--- src/include/tcr_defs.svh ---
`ifndef TCR_DEFS_SVH
`define TCR_DEFS_SVH

// ****************************************************************
// Register indices (byte address is four times the index)
// ****************************************************************
`define TCR_IDX_ALIGN     10'h00f
`define TCR_IDX_PINCTL    10'h011
`define TCR_IDX_CARRIER   10'h012
`define TCR_IDX_MODDRV    10'h013

// ****************************************************************
// Field positions
// ****************************************************************
`define TCR_RXOFF_LSB     4
`define TCR_TXBITS_LSB    0
`define TCR_MODSRC_LSB    5
`define TCR_FORCE_BIT     4
`define TCR_INV_BIT       3
`define TCR_CW_BIT        2
`define TCR_RF2_BIT       1
`define TCR_RF1_BIT       0
`define TCR_COND_LSB      0

// ****************************************************************
// Reset values and counts
// ****************************************************************
`define TCR_RST_ALIGN     8'h00
`define TCR_RST_PINCTL    8'h58
`define TCR_RST_CARRIER   8'h3f
`define TCR_RST_MODDRV    8'h3f
`define TCR_BYTE_BITS     4'h8

`endif

--- src/include/tcr_pkg.sv ---
// ****************************************************************
// Shared types
// ****************************************************************
package tcr_pkg;

    // Modulator input sources
    typedef enum logic [1:0] {
        TCR_MOD_LOW  = 2'h0,
        TCR_MOD_HIGH = 2'h1,
        TCR_MOD_ENC  = 2'h2,
        TCR_MOD_EXT  = 2'h3
    } tcr_mod_src_t;

    // Transmit serialiser states, one-hot
    typedef enum logic [1:0] {
        TCR_TX_IDLE  = 2'b01,
        TCR_TX_SHIFT = 2'b10
    } tcr_tx_state_t;

endpackage : tcr_pkg

--- src/include/tcr_ctl_if.sv ---
`timescale 1ns/1ps
`default_nettype none

// ****************************************************************
// Link between register bank and the data path modules
// ****************************************************************
interface tcr_ctl_if;
    logic [2:0] rx_offset;
    logic       rx_complete;
    logic [2:0] tx_last_bits;
    logic       tx_complete;
    logic       encoder_bit;
    logic       tx_active;

    modport regs (
        output rx_offset,
        output tx_last_bits,
        input  rx_complete,
        input  tx_complete,
        input  encoder_bit,
        input  tx_active
    );
    modport rx (
        input  rx_offset,
        output rx_complete
    );
    modport tx (
        input  tx_last_bits,
        output tx_complete,
        output encoder_bit,
        output tx_active
    );
endinterface : tcr_ctl_if

`default_nettype wire

--- src/logic/tcr_rx_pack.sv ---
`timescale 1ns/1ps
`default_nettype none

// ****************************************************************
// Receive bit packer
// ****************************************************************
module tcr_rx_pack
    import tcr_pkg::*;
(
    input  wire logic       pclk,
    input  wire logic       presetn,
    input  wire logic       pce,
    input  wire logic       rx_bit_valid,
    input  wire logic       rx_bit,
    input  wire logic       rx_end,
    output logic            fifo_wr,
    output logic [7:0]      fifo_data,
    tcr_ctl_if.rx           ctl
);
    logic       active_q;
    logic [2:0] pos_q;
    logic [7:0] acc_q;
    logic       pend_q;
    logic [2:0] pos_now;
    logic [7:0] acc_now;

    // First bit of a frame starts at the programmed offset
    always_comb
    begin
        pos_now = active_q ? pos_q : ctl.rx_offset;
        acc_now = acc_q;
        acc_now[pos_now] = rx_bit;
    end

    // Bit placement, byte emission and end-of-frame flush
    always_ff @(posedge pclk or negedge presetn)
    begin
        if (!presetn)
        begin
            active_q        <= 1'b0;
            pos_q           <= 3'h0;
            acc_q           <= 8'h00;
            pend_q          <= 1'b0;
            fifo_wr         <= 1'b0;
            fifo_data       <= 8'h00;
            ctl.rx_complete <= 1'b0;
        end
        else if (pce)
        begin
            fifo_wr         <= 1'b0;
            ctl.rx_complete <= rx_end;
            if (rx_bit_valid && pos_now == 3'h7)
            begin
                // Wrap to bit 0 of the next byte
                fifo_wr   <= 1'b1;
                fifo_data <= acc_now;
                acc_q     <= 8'h00;
                pos_q     <= 3'h0;
                pend_q    <= 1'b0;
                active_q  <= !rx_end;
            end
            else if (rx_bit_valid)
            begin
                acc_q    <= acc_now;
                pos_q    <= pos_now + 3'h1;
                pend_q   <= 1'b1;
                active_q <= !rx_end;
                if (rx_end)
                begin
                    fifo_wr   <= 1'b1;
                    fifo_data <= acc_now;
                    acc_q     <= 8'h00;
                    pend_q    <= 1'b0;
                end
            end
            else if (rx_end)
            begin
                // Partial last byte still goes out
                fifo_wr   <= pend_q;
                fifo_data <= acc_q;
                acc_q     <= 8'h00;
                pend_q    <= 1'b0;
                active_q  <= 1'b0;
            end
        end
    end
endmodule : tcr_rx_pack

`default_nettype wire

--- src/logic/tcr_tx_ser.sv ---
`timescale 1ns/1ps
`default_nettype none
`include "tcr_defs.svh"

// ****************************************************************
// Transmit byte serialiser, LSB first
// ****************************************************************
module tcr_tx_ser
    import tcr_pkg::*;
(
    input  wire logic       pclk,
    input  wire logic       presetn,
    input  wire logic       pce,
    input  wire logic       tx_byte_valid,
    input  wire logic [7:0] tx_byte_data,
    input  wire logic       tx_byte_last,
    output logic            tx_byte_ready,
    tcr_ctl_if.tx           ctl
);
    tcr_tx_state_t state_q;
    logic [7:0]    shift_q;
    logic [3:0]    left_q;
    logic          last_q;
    logic [3:0]    count_d;

    // Final byte may be cut short; zero means all eight bits
    assign count_d = (tx_byte_last && ctl.tx_last_bits != 3'h0)
                   ? {1'b0, ctl.tx_last_bits}
                   : `TCR_BYTE_BITS;
    assign tx_byte_ready = pce && state_q == TCR_TX_IDLE;
    assign ctl.tx_active = state_q == TCR_TX_SHIFT;

    // Load, shift and finish
    always_ff @(posedge pclk or negedge presetn)
    begin
        if (!presetn)
        begin
            state_q         <= TCR_TX_IDLE;
            shift_q         <= 8'h00;
            left_q          <= 4'h0;
            last_q          <= 1'b0;
            ctl.encoder_bit <= 1'b0;
            ctl.tx_complete <= 1'b0;
        end
        else if (pce)
        begin
            ctl.tx_complete <= 1'b0;
            unique case (state_q)
                TCR_TX_IDLE:
                begin
                    ctl.encoder_bit <= 1'b0;
                    if (tx_byte_valid)
                    begin
                        shift_q <= tx_byte_data;
                        left_q  <= count_d;
                        last_q  <= tx_byte_last;
                        state_q <= TCR_TX_SHIFT;
                    end
                end
                TCR_TX_SHIFT:
                begin
                    ctl.encoder_bit <= shift_q[0];
                    shift_q         <= {1'b0, shift_q[7:1]};
                    left_q          <= left_q - 4'h1;
                    if (left_q == 4'h1)
                    begin
                        state_q         <= TCR_TX_IDLE;
                        ctl.tx_complete <= last_q;
                    end
                end
            endcase
        end
    end
endmodule : tcr_tx_ser

`default_nettype wire

--- src/logic/tcr_tx_ctrl.sv ---
`timescale 1ns/1ps
`default_nettype none
`include "tcr_defs.svh"

// What this block does
// - The first received bit lands at the receive offset position, later bits climb.
// - With offset seven the second bit goes to bit 0 of the next byte.
// - The receive offset clears to zero when a reception completes.
// - Only final_byte_bit_count bits of the last byte are sent, zero means all.
// - The final byte bit count clears when a transmission finishes.
// - The modulator input is low, high, encoder or external pin per select.
// - Force full-depth keying makes modulation fully keyed.
// - The modulated conductance is ignored while full-depth keying is forced.
// - The second antenna carrier is inverted when the invert bit is 0.
// - The unmodulated bit gives a steady carrier on the second antenna pin.
// - The second antenna enable picks modulated carrier or constant level.
// - The first antenna enable picks modulated carrier or constant level.
// - The unmodulated conductance sets the driver strength outside modulation.
// - The modulated conductance sets the driver strength during modulation.
module tcr_tx_ctrl
    import tcr_pkg::*;
(
    input  wire logic        pclk,
    input  wire logic        presetn,
    input  wire logic        pce,
    input  wire logic [11:0] paddr,
    input  wire logic        psel,
    input  wire logic        penable,
    input  wire logic        pwrite,
    input  wire logic [31:0] pwdata,
    input  wire logic [3:0]  pstrb,
    output logic [31:0]      prdata,
    output logic             pready,
    output logic             pslverr,
    input  wire logic        rx_bit_valid,
    input  wire logic        rx_bit,
    input  wire logic        rx_end,
    output logic             fifo_wr,
    output logic [7:0]       fifo_data,
    input  wire logic        tx_byte_valid,
    input  wire logic [7:0]  tx_byte_data,
    input  wire logic        tx_byte_last,
    output logic             tx_byte_ready,
    input  wire logic        external_modulation_input,
    input  wire logic        carrier_in,
    output logic             modulator_in,
    output logic             first_antenna_pin,
    output logic             second_antenna_pin,
    output logic [5:0]       drive_conductance,
    output logic             tx_busy
);

    // ************************************************************
    // Declarations
    // ************************************************************
    tcr_ctl_if ctl ();

    logic [2:0]   rx_offset_q;
    logic [2:0]   tx_last_bits_q;
    logic [7:0]   pin_ctl_q;
    logic [7:0]   carrier_q;
    logic [7:0]   moddrv_q;
    logic [31:0]  prdata_q;
    logic         pslverr_q;
    logic         mod_q;
    logic         pin1_q;
    logic         pin2_q;
    logic [5:0]   cond_q;

    logic         setup;
    logic         access;
    logic         wr_en;
    logic [9:0]   word_idx;
    logic         hit_align;
    logic         hit_pinctl;
    logic         hit_carrier;
    logic         hit_moddrv;
    logic         hit_any;
    logic [7:0]   rd_byte;
    tcr_mod_src_t mod_src;
    logic         mod_d;
    logic         force_full;
    logic         gap;
    logic         tx2_base;
    logic         pin1_d;
    logic         pin2_d;
    logic [5:0]   cond_d;

    // ************************************************************
    // APB decode
    // ************************************************************

    // Zero wait states; a frozen clock enable holds the access off
    assign setup    = psel && !penable;
    assign access   = psel && penable && pce;
    assign pready   = access;
    assign pslverr  = access && pslverr_q;
    assign prdata   = prdata_q;
    assign wr_en    = access && pwrite && pstrb[0] && !pslverr_q;
    assign word_idx = paddr[11:2];

    // One aligned word per register
    assign hit_align   = word_idx == `TCR_IDX_ALIGN;
    assign hit_pinctl  = word_idx == `TCR_IDX_PINCTL;
    assign hit_carrier = word_idx == `TCR_IDX_CARRIER;
    assign hit_moddrv  = word_idx == `TCR_IDX_MODDRV;
    assign hit_any     = hit_align || hit_pinctl
                      || hit_carrier || hit_moddrv;

    // Read mux; reserved alignment bits read as zero
    always_comb
    begin
        rd_byte = 8'h00;
        if (hit_align)
        begin
            rd_byte[`TCR_RXOFF_LSB +: 3]  = rx_offset_q;
            rd_byte[`TCR_TXBITS_LSB +: 3] = tx_last_bits_q;
        end
        else if (hit_pinctl)
        begin
            rd_byte = pin_ctl_q;
        end
        else if (hit_carrier)
        begin
            rd_byte = carrier_q;
        end
        else if (hit_moddrv)
        begin
            rd_byte = moddrv_q;
        end
    end

    // Read data and error captured in the setup cycle
    always_ff @(posedge pclk or negedge presetn)
    begin
        if (!presetn)
        begin
            prdata_q  <= 32'h0000_0000;
            pslverr_q <= 1'b0;
        end
        else if (pce && setup)
        begin
            prdata_q  <= {24'h00_0000, rd_byte};
            pslverr_q <= !hit_any;
        end
    end

    // ************************************************************
    // Self-clearing alignment fields
    // ************************************************************

    // Receive offset; a write in the same cycle as the clear wins
    always_ff @(posedge pclk or negedge presetn)
    begin
        if (!presetn)
        begin
            rx_offset_q <= 3'(`TCR_RST_ALIGN >> `TCR_RXOFF_LSB);
        end
        else if (pce)
        begin
            if (wr_en && hit_align)
            begin
                rx_offset_q <= pwdata[`TCR_RXOFF_LSB +: 3];
            end
            else if (ctl.rx_complete)
            begin
                rx_offset_q <= 3'h0;
            end
        end
    end

    // Final byte bit count, cleared after the last byte goes out
    always_ff @(posedge pclk or negedge presetn)
    begin
        if (!presetn)
        begin
            tx_last_bits_q <= 3'(`TCR_RST_ALIGN >> `TCR_TXBITS_LSB);
        end
        else if (pce)
        begin
            if (wr_en && hit_align)
            begin
                tx_last_bits_q <= pwdata[`TCR_TXBITS_LSB +: 3];
            end
            else if (ctl.tx_complete)
            begin
                tx_last_bits_q <= 3'h0;
            end
        end
    end

    assign ctl.rx_offset    = rx_offset_q;
    assign ctl.tx_last_bits = tx_last_bits_q;

    // ************************************************************
    // Pin control and conductance registers
    // ************************************************************

    // Fixed-zero bits are stored as written; software keeps them 0
    always_ff @(posedge pclk or negedge presetn)
    begin
        if (!presetn)
        begin
            pin_ctl_q <= `TCR_RST_PINCTL;
            carrier_q <= `TCR_RST_CARRIER;
            moddrv_q  <= `TCR_RST_MODDRV;
        end
        else if (wr_en)
        begin
            if (hit_pinctl)
            begin
                pin_ctl_q <= pwdata[7:0];
            end
            if (hit_carrier)
            begin
                carrier_q <= pwdata[7:0];
            end
            if (hit_moddrv)
            begin
                moddrv_q <= pwdata[7:0];
            end
        end
    end

    // ************************************************************
    // Modulator and antenna drivers
    // ************************************************************

    assign mod_src    = tcr_mod_src_t'(pin_ctl_q[`TCR_MODSRC_LSB +: 2]);
    assign force_full = pin_ctl_q[`TCR_FORCE_BIT];

    // Modulator input source select
    always_comb
    begin
        unique case (mod_src)
            TCR_MOD_LOW:  mod_d = 1'b0;
            TCR_MOD_HIGH: mod_d = 1'b1;
            TCR_MOD_ENC:  mod_d = ctl.encoder_bit;
            TCR_MOD_EXT:  mod_d = external_modulation_input;
        endcase
    end

    // Full-depth keying blanks the carrier during modulation
    assign gap      = mod_d && force_full;
    assign tx2_base = pin_ctl_q[`TCR_CW_BIT]
                    ? carrier_in
                    : (carrier_in && !gap);
    assign pin1_d   = pin_ctl_q[`TCR_RF1_BIT]
                    ? (carrier_in && !gap)
                    : 1'b0;

    // Second pin: enable, then polarity (invert when bit is 0)
    always_comb
    begin
        if (!pin_ctl_q[`TCR_RF2_BIT])
        begin
            pin2_d = 1'b0;
        end
        else if (!pin_ctl_q[`TCR_INV_BIT])
        begin
            pin2_d = !tx2_base;
        end
        else
        begin
            pin2_d = tx2_base;
        end
    end

    // Conductance: modulated value only while modulating, unforced
    always_comb
    begin
        if (!mod_d)
        begin
            cond_d = carrier_q[`TCR_COND_LSB +: 6];
        end
        else if (force_full)
        begin
            cond_d = 6'h00;
        end
        else
        begin
            cond_d = moddrv_q[`TCR_COND_LSB +: 6];
        end
    end

    // Registered pin and strength outputs, one cycle behind the mux
    always_ff @(posedge pclk or negedge presetn)
    begin
        if (!presetn)
        begin
            mod_q  <= 1'b0;
            pin1_q <= 1'b0;
            pin2_q <= 1'b0;
            cond_q <= 6'(`TCR_RST_CARRIER >> `TCR_COND_LSB);
        end
        else if (pce)
        begin
            mod_q  <= mod_d;
            pin1_q <= pin1_d;
            pin2_q <= pin2_d;
            cond_q <= cond_d;
        end
    end

    assign modulator_in       = mod_q;
    assign first_antenna_pin  = pin1_q;
    assign second_antenna_pin = pin2_q;
    assign drive_conductance  = cond_q;
    assign tx_busy            = ctl.tx_active;

    // ************************************************************
    // Data path modules
    // ************************************************************

    // Receive packer writes assembled bytes towards the FIFO
    tcr_rx_pack u_rx (
        .pclk         (pclk),
        .presetn      (presetn),
        .pce          (pce),
        .rx_bit_valid (rx_bit_valid),
        .rx_bit       (rx_bit),
        .rx_end       (rx_end),
        .fifo_wr      (fifo_wr),
        .fifo_data    (fifo_data),
        .ctl          (ctl.rx)
    );

    // Serialiser feeds the encoder bit to the modulator select
    tcr_tx_ser u_tx (
        .pclk          (pclk),
        .presetn       (presetn),
        .pce           (pce),
        .tx_byte_valid (tx_byte_valid),
        .tx_byte_data  (tx_byte_data),
        .tx_byte_last  (tx_byte_last),
        .tx_byte_ready (tx_byte_ready),
        .ctl           (ctl.tx)
    );

endmodule : tcr_tx_ctrl

`default_nettype wire

--- config.mk ---
export PLATFORM = sky130hd
export DESIGN_NAME = tcr_tx_ctrl
export DESIGN_NICKNAME = d
export VERILOG_FILES = /design/src/include/tcr_pkg.sv /design/src/include/tcr_ctl_if.sv /design/src/logic/tcr_rx_pack.sv /design/src/logic/tcr_tx_ser.sv /design/src/logic/tcr_tx_ctrl.sv
export VERILOG_INCLUDE_DIRS = /design/src /design/src/include
export SDC_FILE = /design/constraint.sdc
export NUM_CORES = 1
export LEC_CHECK = 0
export BUFFER_PORTS_ARGS = -buffer_cell sky130_fd_sc_hd__buf_2
export CORE_MARGIN = 4
export CORE_UTILIZATION = 35
export CTS_BUF_LIST = sky130_fd_sc_hd__clkbuf_8
export DETAILED_ROUTE_END_ITERATION = 8
export SLEW_MARGIN = 20
export SYNTH_ARGS = -nofsm -noshare
export SYNTH_HDL_FRONTEND = slang
export SYNTH_SLANG_ARGS = --single-unit
--- constraint.sdc ---
create_clock -name pclk -period 2.6 [get_ports pclk]
set_input_delay 0.26 -clock pclk [delete_from_list [all_inputs] [get_ports pclk]]
set_output_delay 0.26 -clock pclk [all_outputs]
set_load 0.01 [all_outputs]
==> Word-level counts from Yosys, hierarchy flattened <==
Cells that the tools add are included.
{ "word_totals": {"register_bits": 88, "latchBits": 0, "ramBits": 0, "rom_bits": 0, "input_bits": 69, "out_inout_bits": 54, "word_cells": 136, "n_memories": 0} }
{ "op_classes": {"addsub": 2, "mul": 0, "n_div": 0, "n_lt_le_gt_ge": 2, "eq_ne": 13, "shifts": 0, "mux": 53, "n_bitwise": 0, "reduce_logical": 42} }
{ "ops": {"columns": ["operator", "count"], "rows": [
  ["8-bit two-way mux", 12],
  ["10-bit by 5-bit == test with 1-bit output, second input constant", 3],
  ["3-bit two-way mux", 9],
  ["1-bit two-way mux", 19],
  ["2-bit AND reduction", 9],
  ["8-bit one-hot mux with 2 select lines", 1],
  ["1-bit logical AND", 15],
  ["6-bit two-way mux", 2],
  ["10-bit by 4-bit == test with 1-bit output, second input constant", 1],
  ["8-bit bitwise mux", 1],
  ["4-bit two-way mux", 2],
  ["4-bit one-hot mux with 2 select lines", 1],
  ["2-bit nonzero test", 4],
  ["2-bit == test, second input constant", 3],
  ["1-bit logical NOT", 6],
  ["3-bit AND reduction", 2],
  ["3-bit nonzero test", 2],
  ["2-bit by 1-bit == test with 1-bit output, second input constant", 2],
  ["4-bit by 1-bit == test with 1-bit output, second input constant", 1],
  ["3-bit by 4-bit < comparator with 1-bit output, second input constant", 1],
  ["2-bit two-way mux", 2],
  ["1-bit one-hot mux with 4 select lines", 1],
  ["2-bit one-hot mux with 2 select lines", 1],
  ["4-bit by 1-bit subtractor with 4-bit output, second input constant", 1],
  ["9 further kinds", 11]
]} }

==> Longest topological paths before layout <==
{ "logic_depth": {"ltp_word": 9, "depth_mapped": 9, "ltp_nobuf": 8} }

==> Cells and area by module <==
Synthesis repeated with hierarchy kept, for this count alone.
{ "hier_totals": {"hier_cells": 485, "hier_area_um2": 5034.8} }
{ "modules_own_cells": {"columns": ["mod", "instances", "cells_per_inst", "area_per_inst_um2", "seq_area_each_um2"], "rows": [
  ["tcr_tx_ctrl", 1, 231, 2517.4, 1227.4],
  ["tcr_rx_pack", 1, 166, 1606.5, 575.6],
  ["tcr_tx_ser", 1, 88, 910.9, 426.7]
]} }

==> Worst setup path before layout <==
OpenSTA, ideal clock, no wires.
{ "synth_timing": {"path_kind": "register to register", "from": "register u_rx.active_q", "to": "register u_rx.fifo_data[3]", "setup_time_ns": 0.136, "t_arrival_ns": 2.326, "t_required_ns": 2.464, "slack_ns": 0.137, "path_stages_with_launch": 9, "path_buffers": 1, "period_less_slack_ns": 2.463, "cell_sequence": "dfrtp_1 > mux2i_1 > clkinv_1 > ha_1 > ha_1 > nor2_1 > a31o_2 > clkbuf_1 > o21ai_0"} }
{ "synth_between": {"elab_chain_cells": 9, "elab_cells_between_ends": 14, "cone_classes": "2 x order compare; 1 x eq/ne; 7 x mux; 4 x reduce/logical"} }
{ "synth_lines": {"columns": ["item", "line", "text"], "rows": [
  ["from (decl)", "tcr_rx_pack.sv:20", "logic active_q;"],
  ["from (signal assigned)", "tcr_rx_pack.sv:60", "active_q <= !rx_end;"],
  ["from (signal assigned)", "tcr_rx_pack.sv:67", "active_q <= !rx_end;"],
  ["3-bit two-way mux *", "tcr_rx_pack.sv:30", "pos_now = active_q ? pos_q : ctl.rx_offset;"],
  ["3-bit by 4-bit < comparator with 1-bit output (implied by the code) / 3-bit by 1-bit >= comparator with 1-bit output (equally long branches)", "tcr_rx_pack.sv:32", "acc_now[pos_now] = rx_bit;"],
  ["1-bit logical AND (implied by the code)", "tcr_rx_pack.sv:32", null],
  ["1-bit two-way mux (implied by the code)", "tcr_rx_pack.sv:32", null],
  ["1-bit demux with 3-bit select", null, null],
  ["8-bit bitwise mux", "tcr_rx_pack.sv:32", null],
  ["8-bit two-way mux", "tcr_rx_pack.sv:68", "if (rx_end)"],
  ["8-bit two-way mux", "tcr_rx_pack.sv:62", "else if (rx_bit_valid)"],
  ["8-bit two-way mux", "tcr_rx_pack.sv:52", "if (rx_bit_valid && pos_now == 3'h7)"],
  ["to (signal assigned)", "tcr_rx_pack.sv:56", "fifo_data <= acc_now;"],
  ["to (signal assigned)", "tcr_rx_pack.sv:71", "fifo_data <= acc_now;"],
  ["to (signal assigned)", "tcr_rx_pack.sv:80", "fifo_data <= acc_q;"],
  ["to (decl)", "tcr_rx_pack.sv:17", "output logic [7:0] fifo_data,"]
]} }
Mark *: on every way between the ends. The rest lies on a longest branch, timed or not. The select of a mux whose other input is x is not followed.
A chain may end at the register's enable or synchronous reset.

==> Worst setup path after layout <==
{ "layout_timing": {"from": "register u_rx.active_q", "to": "register u_rx.fifo_data[0]"} }
Same word-level chain as after synthesis.

==> reports/qor.yml <==
status: "complete, no violations"
drt_first_pass_iters: 4
hold_viol_final: 0
seq_area_frac_synth_pct: 50.9
final_common_cell: "buf_2"
vdd_ir_drop_max_mv: 0.379
rr_endpoint: "u_rx.fifo_data[0]$_DFFE_PN0P_"
worstSetupPathType: "register to register"
h-tree-depth: 3
layout_common_cells: "buf_2, dfrtp_1, nand2_1, nor2_1, o21ai_0"
crit_start: "u_rx.active_q$_DFFE_PN0P_"
clock_path_buffers: 2
worstSetupStartpointType: "register"
synthTopCellsByArea: "dfrtp_1, dfstp_2, mux2_2"
endpoint_kind: "register"
cts_setup_buffers: 0
tightest_slew_ns: 0.896
synth.distinct_cells: 48
antenna_found_initial: 0
reg2reg_slack_ns: 0.28
cts.sinks: 88
synth_top_family_by_area: "simple AND/OR/NAND/NOR gates"
synth_adder_area_share_pct: 1.14
finalCriticalPeriod_ns: 2.32
n_antenna_cell: 0
synthMuxAreaShare_pct: 13.1
netlist_area_mm2: 0.00438
power_density_mw_per_mm2: 617
synth_simple_gate_area_share_pct: 14.8
finalSetupTns_ns: 0
dr.first_iter.drc_count: 146
boundaryPins: 123
num_vias: 3268
placed_area_mm2: 0.00487
dp_hpwl_um: 7260
finalNetCount: 563
clkTransAtPathRegs_ns: 0.09
overflow: 0
grtUsageTotal_pct: 14.3
slew_headroom_pct: 40.3
synthCells: 416
die_y_um: 120
rsz0062_at_grt: "no"
remaining_drc_errors: 0
synth_top_area_share_pct: 37.7
yosys_register_bits: 88
rows: 40
critical_path.endpoint: "u_rx.fifo_data[0]$_DFFE_PN0P_"
synth_area_leader_cell: "dfrtp_1"
grt_max_degree: 73
core-area_mm2: 0.0121
cp_max_fo: 25
drive_above_1_share_pct: 32.1
period_share_pct: 89.3
setup_violations: 0
synth-async-reset-ratio_pct: 100
holdBufCountCts: 0
synth_warnings: 0
synth_compound_area_share_pct: 13.3
numCtsBuffers: 9
synthFlopType: "dfrtp_1"
hold_class: "primary input to async pin"
cp_data_required_time_ns: 2.83
cap_violations: 0
avgViaCountPerCell: 4.93
arrival_ns: 2.55
finClkSkew_ns: 0.0134
grt_pass1_vias: 3271
power.static_leakage_nw: 2.41
synth_edf_count: 0
die_x_um: 120
routed_wl_um: 9870
cts.repair.resized: 0
synthToLayoutAreaGrowth_pct: 15.4
ant_nets: 0
reg2reg_from: "u_rx.active_q$_DFFE_PN0P_"
tritoncts: "built"
final_cell_area_mm2: 0.00505
slew_violations: 0
reg2reg_depth: 7
timing.fmax_ghz: 0.431
place_congestion: 0.848
wl_per_cell_um: 14.9
cts_root_buffer: "clkbuf_8"
clk_latency_ns: 0.37
portBuffers: 69
dieArea_mm2: 0.0144
grt_pass1_wl_um: 16400
initial_core_util_pct: 36.2
avgSynthCellArea_um2: 10.5
synth_xor_area_share_pct: 0.200
-- per-layer routing --
layer | wire length [um] | vias to the layer above | GRT usage [%]
li1 | - | 1593 | -
met4 | 114 | 0 | 5.15
met5 | 0 | - | 0
met3 | 493 | 6 | 3.86
met1 | 4510 | 1580 | 18.7
met2 | 4750 | 89 | 22.9
-- synth_stat cells, drive strengths merged (2+ instances only) --
cell type / count
nand4: 10
nand3b: 2
a31o: 7
ha: 4
o21ai: 33
nor4b: 2
dfrtp: 66
o211ai: 6
a31oi: 6
nand2b: 5
clkbuf: 13
mux2i: 26
nand2: 52
nor3: 2
a32o: 9
buf: 28
nand3: 9
o2bb2ai: 4
a311oi: 2
o31ai: 3
and3: 7
nor2: 33
inv: 7
a21oi: 14
dfstp: 22
mux2: 28
-- layout make-up --
| class | count | area, um^2 |
|---|---|---|
| fillers | 1226 | 7060 |
| flip-flops and latches | 88 | 2230 |
| multi-input cells | 302 | 1960 |
| repair buffers | 81 | 438 |
| well taps | 168 | 210 |
| clock buffers | 9 | 124 |
| clock inverters | 7 | 63.8 |
| inverters | 8 | 30.0 |
-- kinds of logic (layout without fill, tap and decap cells) --
kind of cell / after synthesis / count (layout)
simple gates: 130 / 130
compound gates: 89 / 89
flops: 88 / 88
mux: 54 / 54
buf+inv: 49 / 105
fa+ha+maj: 4 / 4
other cells: 1 / 24
xor+xnor: 1 / 1
-- through the flow --
| step | hold slack [ns] | utilization, % | worst slack, ns | cells | total power, mW |
|---|---|---|---|---|---|
| detailed placement | 0.450 | 40.2 | 0.318 | 647 | 2.22 |
| floorplan | -0.0356 | - | 0.137 | 439 | 2.04 |
| finish | 0.0105 | 41.7 | 0.278 | 663 | 3.12 |
| CTS | 0.0460 | 41.7 | 0.286 | 663 | 3.17 |
| global route | 0.0829 | 41.7 | 0.0616 | 663 | 3.32 |
| global placement | 0.443 | 40.2 | 0.371 | 647 | 2.19 |
-- registers in the layout (all words and copies together), names as in the netlist, 4 cells and up --
register           count
carrier_q              8
drive_conductance      6
moddrv_q               8
pin_ctl_q              8
prdata                 8
u_rx.acc_q             8
u_rx.fifo_data         8
u_tx.left_q            4
u_tx.shift_q           8
-- power by group --
| group | switching, mW | internal (mW) |
|---|---|---|
| combinational | 0.357 | 0.239 |
| clock | 0.494 | 0.438 |
| sequential | 0.0784 | 1.51 |
-- worst max-delay path, stage by stage (launching register included) --
cell and delay, ns:
dfrtp_1 0.45, mux2i_1 0.28, inv_1 0.17, ha_1 0.22
ha_1 0.22, nor2_1 0.20, a31o_2 0.47, o21ai_0 0.18
-- how the worst min path moves through the flow --
stage                                     to  slack (ns)  cells after the start
2_1_floorplan       carrier_q[6]$_DFFE_PN0P_       -0.04                      0
3_3_place_gp   u_rx.fifo_data[5]$_DFFE_PN0P_        0.44                      1
3_5_place_dp   u_rx.fifo_data[4]$_DFFE_PN0P_        0.45                      1
4_1_cts                pslverr_q$_DFFE_PN0P_        0.05                      1
5_1_grt        u_rx.fifo_data[4]$_DFFE_PN0P_        0.08                      1
6_report       u_rx.fifo_data[4]$_DFFE_PN0P_        0.01                      1
(Power assumes the default switching activity.)
